<file path="src/core/wdbus_map.svh">
`ifndef WDBUS_MAP_SVH
`define WDBUS_MAP_SVH

// Register offsets (7-bit register address)
`define HWC_ADDR 7'h02
`define WDC_ADDR 7'h03
`define BUSC_ADDR 7'h04

// Writable bit masks; all other positions are reserved
`define HWC_WMASK 16'h1e64
`define WDC_WMASK 16'h8077
`define BUSC_WMASK 16'h00ff

// Reset values
`define HWC_POR_VAL 16'h0000
`define WDC_RST_VAL 16'h0014
`define BUSC_RST_VAL 16'h0000

// Bits kept across soft reset, restart and fail-safe entry, and bits fail-safe entry sets
`define HWC_SOFT_KEEP 16'h0200
`define HWC_RESTART_KEEP 16'h1240
`define WDC_RESTART_KEEP 16'h0010
`define BUSC_RESTART_KEEP 16'h00d4
`define BUSC_FAILSAFE_KEEP 16'h00e0
`define BUSC_FAILSAFE_SET 16'h0009

// Field positions
`define HWC_FAIL_SW_BIT 5
`define HWC_STOP_WD_B_BIT 2
`define WDC_CHECKSUM_BIT 15
`define WDC_STOP_WD_A_BIT 6
`define WDC_TYPE_BIT 5
`define WDC_BUS_WAKE_BIT 4
`define BUSC_LIN_FLASH_BIT 7
`define BUSC_LIN_LOW_SLOPE_BIT 6
`define BUSC_LIN_TXTO_BIT 5

// Watchdog period figures in ms
`define WD_PERIOD_0_MS 14'h000a
`define WD_PERIOD_1_MS 14'h0014
`define WD_PERIOD_2_MS 14'h0032
`define WD_PERIOD_3_MS 14'h0064
`define WD_PERIOD_4_MS 14'h00c8
`define WD_PERIOD_5_MS 14'h01f4
`define WD_PERIOD_7_MS 14'h2710

`endif

</file>
<file path="src/core/wdbus_pkg.sv">
package wdbus_pkg;

    typedef struct packed {
        logic [15:0] hw;
        logic [15:0] wd;
        logic [15:0] bus;
        logic [15:0] rd_data;
        logic rd_valid;
        logic fail_out;
        logic wake_start;
        logic [13:0] period_ms;
        logic sel_wake;
    } regs_state_t;

endpackage

</file>
<file path="src/core/watchdog_bus_mode_control_regs.sv">
`timescale 1ns/1ns
`include "wdbus_map.svh"
// Summary of operation
// - POR clears control register; soft reset keeps bit9.
// - Restart keeps control bits 12, 9, 6.
// - Recorded failure holds fail outputs despite software clear.
// - Restart clears software fail activation; outputs follow failure.
// - Stop to Normal clears stop watchdog bit b.
// - Checksum bit 15 writable, host keeps checksum right.
// - Watchdog bit6 deactivates watchdog in Stop Mode.
// - Watchdog bit5 selects time-out or window.
// - Bit4 lets bus wake start watchdog.
// - Period field selects documented watchdog periods.
// - Watchdog register resets 0x0014; restart reloads 0x0014, so bit4 ends set.
// - LIN bit7 turns off slope control.
// - LIN bit6 selects low slope mode.
// - Bit5 enables LIN transmit time-out supervision.
// - LIN mode field bits 4:3 encoding.
// - CAN mode field; top bit adds selective wake.
// - Reserved bits ignore writes, read zero.
// - Sleep entry without system error moves CAN normal to wake capable.
// - Fail-safe entry forces CAN, LIN wake capable.
module watchdog_bus_mode_control_regs
    import wdbus_pkg::*;
#(
    parameter int ADDR_W = 7,
    parameter int DATA_W = 16,
    parameter logic [13:0] PERIOD_6_MS = 14'h03e8
) (
    input wire logic i_clk, // 250 MHz clock
    input wire logic i_srst, // Power-on reset, sync, high
    input wire logic i_ce, // Clock enable, freezes state when low
    input wire logic i_soft_reset, // Soft reset pulse
    input wire logic i_restart_entry, // Restart Mode entry pulse
    input wire logic i_stop_to_normal, // Stop to Normal change pulse
    input wire logic i_sleep_entry, // Sleep Mode entry pulse
    input wire logic i_failsafe_entry, // Fail-Safe entry on failure, pulse
    input wire logic i_system_error_flag, // System error flag level
    input wire logic i_failure_flag, // Recorded failure driving fail outputs
    input wire logic i_bus_wake_in_stop, // CAN or LIN wake in Stop Mode, pulse
    input wire logic i_wr_en, // Register write strobe
    input wire logic i_rd_en, // Register read strobe
    input wire logic [ADDR_W-1:0] i_addr, // Register address
    input wire logic [DATA_W-1:0] i_wr_data, // Write data
    output logic [DATA_W-1:0] o_rd_data, // Read data
    output logic o_rd_valid, // Read data valid pulse
    output logic o_fail_output_pins, // Fail outputs active
    output logic [DATA_W-1:0] o_hardware_control_reg, // Hardware control contents
    output logic [DATA_W-1:0] o_watchdog_control_reg, // Watchdog control contents
    output logic [DATA_W-1:0] o_bus_transceiver_control, // Bus control contents
    output logic o_watchdog_stop_off, // Watchdog off in Stop Mode
    output logic o_watchdog_window_mode, // 1 window, 0 time-out
    output logic [13:0] o_watchdog_period_ms, // Watchdog period in ms
    output logic o_watchdog_bus_wake_start, // Start watchdog, long window, pulse
    output logic o_lin_slope_off, // LIN slope control off
    output logic o_lin_low_slope_select, // LIN low slope mode
    output logic o_lin_transmit_timeout_enable, // LIN transmit time-out enabled
    output logic [1:0] o_lin_mode, // 00 off 01 wake 10 rx 11 normal
    output logic [1:0] o_can_mode, // 00 off 01 wake 10 rx 11 normal
    output logic o_selective_wake // CAN selective wake active
);

    // ------------------------------------------------------------
    // Parameter check
    // ------------------------------------------------------------
    if (DATA_W != 16 || ADDR_W < 3) begin : g_bad_param
        $error("watchdog_bus_mode_control_regs: unsupported width");
    end

    // ------------------------------------------------------------
    // Helpers
    // ------------------------------------------------------------
    function automatic logic [13:0] period_of(input logic [2:0] code);
        logic [13:0] ms;
        case (code)
            3'h0: ms = `WD_PERIOD_0_MS;
            3'h1: ms = `WD_PERIOD_1_MS;
            3'h2: ms = `WD_PERIOD_2_MS;
            3'h3: ms = `WD_PERIOD_3_MS;
            3'h4: ms = `WD_PERIOD_4_MS;
            3'h5: ms = `WD_PERIOD_5_MS;
            3'h6: ms = PERIOD_6_MS;
            default: ms = `WD_PERIOD_7_MS;
        endcase
        return ms;
    endfunction

    function automatic logic [15:0] merge(input logic [15:0] old_v,
                                          input logic [15:0] new_v,
                                          input logic [15:0] wmask);
        return (old_v & ~wmask) | (new_v & wmask);
    endfunction

    regs_state_t st;
    regs_state_t next_st;
    logic [2:0] reg_sel;

    assign reg_sel = {i_addr == ADDR_W'(`BUSC_ADDR),
                      i_addr == ADDR_W'(`WDC_ADDR),
                      i_addr == ADDR_W'(`HWC_ADDR)};

    // ------------------------------------------------------------
    // Next state
    // ------------------------------------------------------------
    always_comb begin
        next_st = st;
        next_st.rd_valid = 1'b0;
        next_st.wake_start = 1'b0;
        // Register writes; reserved bits never take data
        if (i_wr_en) begin
            if (reg_sel[0]) begin
                next_st.hw = merge(st.hw, i_wr_data, `HWC_WMASK);
            end
            if (reg_sel[1]) begin
                next_st.wd = merge(st.wd, i_wr_data, `WDC_WMASK);
            end
            if (reg_sel[2]) begin
                next_st.bus = merge(st.bus, i_wr_data, `BUSC_WMASK);
            end
        end
        // Register reads show the stored state
        if (i_rd_en) begin
            next_st.rd_valid = 1'b1;
            case (reg_sel)
                3'b001: next_st.rd_data = st.hw;
                3'b010: next_st.rd_data = st.wd;
                3'b100: next_st.rd_data = st.bus;
                default: next_st.rd_data = 16'h0000;
            endcase
        end
        // Device updates win over a write in the same cycle
        if (i_stop_to_normal) begin
            next_st.hw[`HWC_STOP_WD_B_BIT] = 1'b0;
        end
        if (i_sleep_entry && !i_system_error_flag && next_st.bus[1:0] != 2'b00) begin
            next_st.bus[1:0] = 2'b01;
        end
        if (i_failsafe_entry) begin
            next_st.bus = (next_st.bus & `BUSC_FAILSAFE_KEEP) | `BUSC_FAILSAFE_SET;
        end
        if (i_bus_wake_in_stop && st.wd[`WDC_BUS_WAKE_BIT]) begin
            next_st.wake_start = 1'b1;
        end
        if (i_soft_reset) begin
            next_st.hw = st.hw & `HWC_SOFT_KEEP;
            next_st.wd = `WDC_RST_VAL;
            next_st.bus = `BUSC_RST_VAL;
            next_st.wake_start = 1'b0;
        end else if (i_restart_entry) begin
            next_st.hw = st.hw & `HWC_RESTART_KEEP;
            next_st.wd = `WDC_RST_VAL | (st.wd & `WDC_RESTART_KEEP);
            next_st.bus = st.bus & `BUSC_RESTART_KEEP;
            next_st.wake_start = 1'b0;
        end
        // Failure keeps outputs on whatever software does
        next_st.fail_out = i_failure_flag | next_st.hw[`HWC_FAIL_SW_BIT];
        next_st.period_ms = period_of(next_st.wd[2:0]);
        next_st.sel_wake = next_st.bus[2] && (next_st.bus[1:0] != 2'b00);
    end

    // ------------------------------------------------------------
    // State register
    // ------------------------------------------------------------
    always_ff @(posedge i_clk) begin
        if (i_srst) begin
            st.hw <= `HWC_POR_VAL;
            st.wd <= `WDC_RST_VAL;
            st.bus <= `BUSC_RST_VAL;
            st.rd_data <= 16'h0000;
            st.rd_valid <= 1'b0;
            st.fail_out <= 1'b0;
            st.wake_start <= 1'b0;
            st.period_ms <= `WD_PERIOD_4_MS;
            st.sel_wake <= 1'b0;
        end else if (i_ce) begin
            st <= next_st;
        end
    end

    // ------------------------------------------------------------
    // Outputs
    // ------------------------------------------------------------
    assign o_rd_data = st.rd_data;
    assign o_rd_valid = st.rd_valid;
    assign o_fail_output_pins = st.fail_out;
    assign o_hardware_control_reg = st.hw;
    assign o_watchdog_control_reg = st.wd;
    assign o_bus_transceiver_control = st.bus;
    assign o_watchdog_stop_off = st.wd[`WDC_STOP_WD_A_BIT];
    assign o_watchdog_window_mode = st.wd[`WDC_TYPE_BIT];
    assign o_watchdog_period_ms = st.period_ms;
    assign o_watchdog_bus_wake_start = st.wake_start;
    assign o_lin_slope_off = st.bus[`BUSC_LIN_FLASH_BIT];
    assign o_lin_low_slope_select = st.bus[`BUSC_LIN_LOW_SLOPE_BIT];
    assign o_lin_transmit_timeout_enable = st.bus[`BUSC_LIN_TXTO_BIT];
    assign o_lin_mode = st.bus[4:3];
    assign o_can_mode = st.bus[1:0];
    assign o_selective_wake = st.sel_wake;

    logic calm;
    assign calm = !i_soft_reset && !i_restart_entry;
endmodule // watchdog_bus_mode_control_regs

</file>
<file path="config.mk">
export PLATFORM = sky130hd
export DESIGN_NAME = watchdog_bus_mode_control_regs
export DESIGN_NICKNAME = d
export VERILOG_FILES = /design/src/core/wdbus_pkg.sv /design/src/core/watchdog_bus_mode_control_regs.sv
export VERILOG_INCLUDE_DIRS = /design/src /design/src/core
export SDC_FILE = /design/constraint.sdc
export NUM_CORES = 1
export LEC_CHECK = 0
export BUFFER_PORTS_ARGS = -buffer_cell sky130_fd_sc_hd__buf_4
export CAP_MARGIN = 20
export CELL_PAD_IN_SITES_DETAIL_PLACEMENT = 0
export CELL_PAD_IN_SITES_GLOBAL_PLACEMENT = 1
export CORE_AREA = 10 10 99 101
export DETAILED_ROUTE_END_ITERATION = 10
export DIE_AREA = 0 0 109 111
export PLACE_DENSITY = 0.92
export SYNTH_ARGS = -nofsm -noshare
export SYNTH_HDL_FRONTEND = slang
export SYNTH_SLANG_ARGS = --single-unit
</file>
<file path="constraint.sdc">
create_clock -name i_clk -period 3.1 [get_ports i_clk]
set_input_delay 0.775 -clock i_clk [delete_from_list [all_inputs] [get_ports i_clk]]
set_output_delay 0.775 -clock i_clk [all_outputs]
set_load 0.01 [all_outputs]
</file>
==> results.txt <==
----------------------------------------------------
[Critical path]
  Req. time, crit path ... ~3.3 ns
  Register-to-Register Setup Slack ... approximately 1.7 ns
  Element type at the critical path end ... flop
  Critical path's largest stage delay ... roughly 0.35 ns
  Crit-path max FO ... 6
  Crit-path most repeated cell ... sky130_fd_sc_hd__buf_4
  Master of the slowest instance on the critical path ... sky130_fd_sc_hd__and3_1
  Worst flop-to-flop path startpoint ... o_watchdog_control_reg[0]$_SDFFE_PP0P_
  Category of cells accounting for the largest share of critical-path delay ... simple AND/OR/NAND/NOR gates
  Cell depth of the worst flop-to-flop path ... 5
  CP cell instances ... buf_4, nor4_4, and3_1, buf_4, mux2i_1, o22ai_1, and3b_1
  Total buffers and inverters traversed by the critical path ... 2
  Category of the worst setup path launch point ... primary input
  Data arrival, critical path ... between 2 and 2.5 ns
  CP Class ... in2reg
  Reg2Reg Capture Point ... o_watchdog_period_ms[6]$_SDFFE_PP1P_

[STA]
  Normalized max-slew margin ... 0.446
  Worst-margin pin slew ... ~0.82 ns
  Setup-failing EPs final ... 0
  Fraction of the cycle the final worst path needs ... 0.707
  Fmax ... approximately 0.46 GHz
  Hold slack ... 0.457 ns
  Smallest setup slack after layout ... 0.907 ns
  RSZ-0062 raised after global routing ... no
  Final sum of negative setup slack ... 0 ns
  Final Slew Violations ... 0
  Worst clock skew on the final layout ... between 0.005 and 0.006 ns
  Time the final worst path needs with I/O delays and setup ... roughly 2.2 ns
  Final-report hold violation count ... 0

[Final layout]
  Filler Cells Inserted ... roughly 820
  Post-layout net count ... roughly 440
  Max FFs per register ... 14
  Share of post-route cells with drive strength above 1 ... 0.314
  Area growth from synthesis to final layout ... 23.5%
  Diode count ... 0

[Synthesis]
  Seq cells post-synth ... 50
  Fraction of registers with async set/reset ... 0
  Count of flip-flops with a built-in enable after synthesis ... 0
  Distinct cell type count after synthesis ... 60
  Count of yosys warnings during synthesis ... 0
  Cell types occupying the most area after synthesis ... sky130_fd_sc_hd__dfxtp_1, sky130_fd_sc_hd__buf_4, sky130_fd_sc_hd__nor2_1
  Cell Area, Synth ... about 0.0028 sq mm
  Sequential-to-total area share from yosys stat ... 0.360
  Average cell area after synthesis ... ~8.5 sq um
  Cell count after synthesis ... 326
  Leading register cell type out of synthesis ... sky130_fd_sc_hd__dfxtp_1
  Top-area cell type share of the netlist area ... 0.360
  Largest area contributor in the netlist ... sky130_fd_sc_hd__dfxtp_1

[Routing]
  Mean number of vias per cell ... roughly 5.0
  Violation count after the first detailed-route iteration ... roughly 110
  Antenna violation net count after detailed routing ... 0
  Detail-routed net length per standard cell ... approximately 17 microns
  Number of detailed-routing iterations run before antenna repair ... 5
  Remaining routing DRC violations ... 0
  DRT Wirelength ... 8730 microns
  Routed vias ... 2541

[Clocking]
  Clock-pin slew reported for the worst setup and hold paths after clock tree synthesis ... roughly 0.1 ns
  Source-to-sink clock delay at the later pin of the worst-skew pair ... 0.32 ns
  Number of buffers inserted by hold repair at cts ... 0
  Setup Buffers After CTS ... 0
  Library cell used as clock root buffer ... sky130_fd_sc_hd__clkbuf_8
  Cells resized by post-CTS repair ... 0
  Inserted Clock Buffers ... 5
  Clock tree buffer depth ... 2
  Total number of H-tree levels ... 2
  Clock sink count ... 50
  TritonCTS clock tree ... yes

[Power and ir drop]
  Total power divided by cell area ... approximately 360 mW/mm^2
  Switching Fraction ... 0.279
  Seq pwr share ... 0.527
  Combinational power share ... 0.127
  Relative contribution of the clock network to total power ... 0.346
  Internal portion of total power ... between 0.0008 and 0.0009 W
  Peak ir drop on the vdd network ... ~0.17 mV
  Switching component of the power ... between 0.0003 and 0.0004 W
  Total power draw ... 0.00123 W
  Leak pwr ... roughly 1.5 nW

[Global routing]
  First-pass GRT wire length ... around 14000 microns
  Pin count of the biggest net entering global routing ... 52
  Via count of the first global-routing pass ... between 2000 and 3000
  Overall overflow remaining after global route ... 0
  GRT Util Overall ... 0.140
  Initial antenna violation count ... 0

[Die]
  Io pins ... 127
  Cell Rows ... 33
  Horizontal die dimension ... 109 microns
  Area of the placeable core ... 0.00797 sq mm
  Total die area ... between 0.01 and 0.015 sq mm
  Chip Height ... approximately 110 microns
  Initial core utilization ... 0.349

[Place]
  Setup slack at placement ... 0.567 ns
  HPWL reported at the end of detailed placement ... 6690 microns
  Gpl congestion ... between 0.8 and 0.9
  Count of input and output buffers ... 94

[Worst hold path]
  Source of the worst hold timing path ... o_rd_data[7]$_SDFFE_PP0P_
  Hold WC Path Type ... reg2reg
  WHS Endpoint ... o_rd_data[7]$_SDFFE_PP0P_
  Cells on Worst Hold Path ... 2

[Run]
  Number of max-cap violations ... 0

[Run status]
  Outcome ... finished, final reports clean

----------------------------------------------------
==> layout by cell type, fill, tap and decap left out, types with 3 or more instances in the layout <==
cell / instances
sky130_fd_sc_hd__a32oi_1: 4
sky130_fd_sc_hd__dfxtp_1: 50
sky130_fd_sc_hd__nor4_1: 4
sky130_fd_sc_hd__mux2i_1: 9
sky130_fd_sc_hd__a21oi_1: 15
sky130_fd_sc_hd__nand3_1: 6
sky130_fd_sc_hd__a22oi_1: 16
sky130_fd_sc_hd__xnor2_1: 3
sky130_fd_sc_hd__o21ai_0: 9
sky130_fd_sc_hd__nand2_1: 27
sky130_fd_sc_hd__clkbuf_8: 6
sky130_fd_sc_hd__a22o_1: 4
sky130_fd_sc_hd__nor2_1: 34
sky130_fd_sc_hd__nor3_1: 3
sky130_fd_sc_hd__nand4_1: 6
sky130_fd_sc_hd__nand2b_1: 9
sky130_fd_sc_hd__buf_4: 102
sky130_fd_sc_hd__xor2_1: 3
sky130_fd_sc_hd__conb_1: 29
sky130_fd_sc_hd__o22ai_1: 3
sky130_fd_sc_hd__nor2b_1: 4
sky130_fd_sc_hd__inv_1: 7
==> worst max path at each step <==
| stage | startpoint | endpoint | slack, ns | cells after the start |
|---|---|---|---|---|
| 2_1_floorplan | i_addr[3] | o_fail_output_pins$_SDFFE_PP0P_ | 0.86 | 5 |
| 3_3_place_gp | i_addr[3] | o_fail_output_pins$_SDFFE_PP0P_ | 0.61 | 6 |
| 3_5_place_dp | i_addr[3] | o_watchdog_period_ms[2]$_SDFFE_PP0P_ | 0.57 | 7 |
| 4_1_cts | i_addr[3] | o_watchdog_period_ms[2]$_SDFFE_PP0P_ | 0.90 | 7 |
| 5_1_grt | i_addr[3] | o_hardware_control_reg[12]$_SDFFE_PP0P_ | 0.75 | 6 |
| 6_report | i_addr[3] | o_watchdog_period_ms[2]$_SDFFE_PP0P_ | 0.91 | 7 |
==> Yosys cell counts, drive strengths merged, types with 2 or more instances <==
cell type / number
inv: 7
a22o: 4
a31o: 2
o22ai: 3
or2: 2
o21ai: 11
dfxtp: 50
mux2: 2
a21oi: 16
xor2: 3
nor3: 5
mux2i: 9
and2: 2
or2b: 2
nor2b: 4
a21o: 2
nor4: 5
a32oi: 4
and3: 3
clkbuf: 14
and3b: 2
a22oi: 16
a211oi: 2
nor3b: 3
nand2: 27
a31oi: 2
o21a: 2
nand3: 6
o211ai: 2
nand2b: 9
buf: 49
nand4: 6
nor2: 34
xnor2: 3
==> cells by family after synthesis <==
| kind of cell | after synthesis | share of synthesized area |
|---|---|---|
| flops | 50 | 0.360 |
| other cells | 1 | 0.00135 |
| xor+xnor | 6 | 0.0189 |
| buf+inv | 70 | 0.170 |
| compound gates | 74 | 0.185 |
| mux | 11 | 0.0432 |
| simple gates | 114 | 0.221 |
==> routing by layer <==
metal | global-route usage | part of all wire | up-vias
met5 | 0 | 0 | -
met3 | 0.0419 | 0.091 | 9
met1 | 0.162 | 0.40 | 1212
met4 | 0.0387 | 0.0095 | 0
li1 | - | - | 1225
met2 | 0.240 | 0.50 | 95
==> power groups by stage <==
stage	clock, W	combinational [W]	sequential [W]
after global placement	0	0.000152	0.000665
final	0.000427	0.000157	0.000650
after global routing	0.000453	0.000171	0.000651
after detailed placement	0	0.000154	0.000665
after CTS	0.000434	0.000155	0.000650
after floorplan	0	0.000116	0.000666
==> stage by stage <==
| step | instance area, sq um | std cells | util |
|---|---|---|---|
| after global placement | 3340 | 498 | 0.419 |
| after detailed placement | 3340 | 498 | 0.419 |
| after floorplan | 2890 | 354 | - |
| after CTS | 3440 | 506 | 0.431 |
| after global routing | 3440 | 506 | 0.431 |
| final | 3440 | 506 | 0.431 |
==> worst min-delay path, stage by stage (launching register included) <==
cell                      delay [ns]
sky130_fd_sc_hd__dfxtp_1        0.32
sky130_fd_sc_hd__nand2_1        0.05
sky130_fd_sc_hd__a21oi_1        0.05
==> area by class of cell <==
type | count | area, sq um | area share
Clock buffer | 6 | 82.6 | 0.0240
Clock inverter | 2 | 16.3 | 0.00473
Inverter | 7 | 26.3 | 0.00765
Multi-Input combinational cell | 234 | 1410 | 0.411
Sequential cell | 50 | 1000 | 0.291
Tap cell | 105 | 131 | 0.0382
Timing Repair Buffer | 102 | 766 | 0.223
Power figures use the tool's default switching activity.
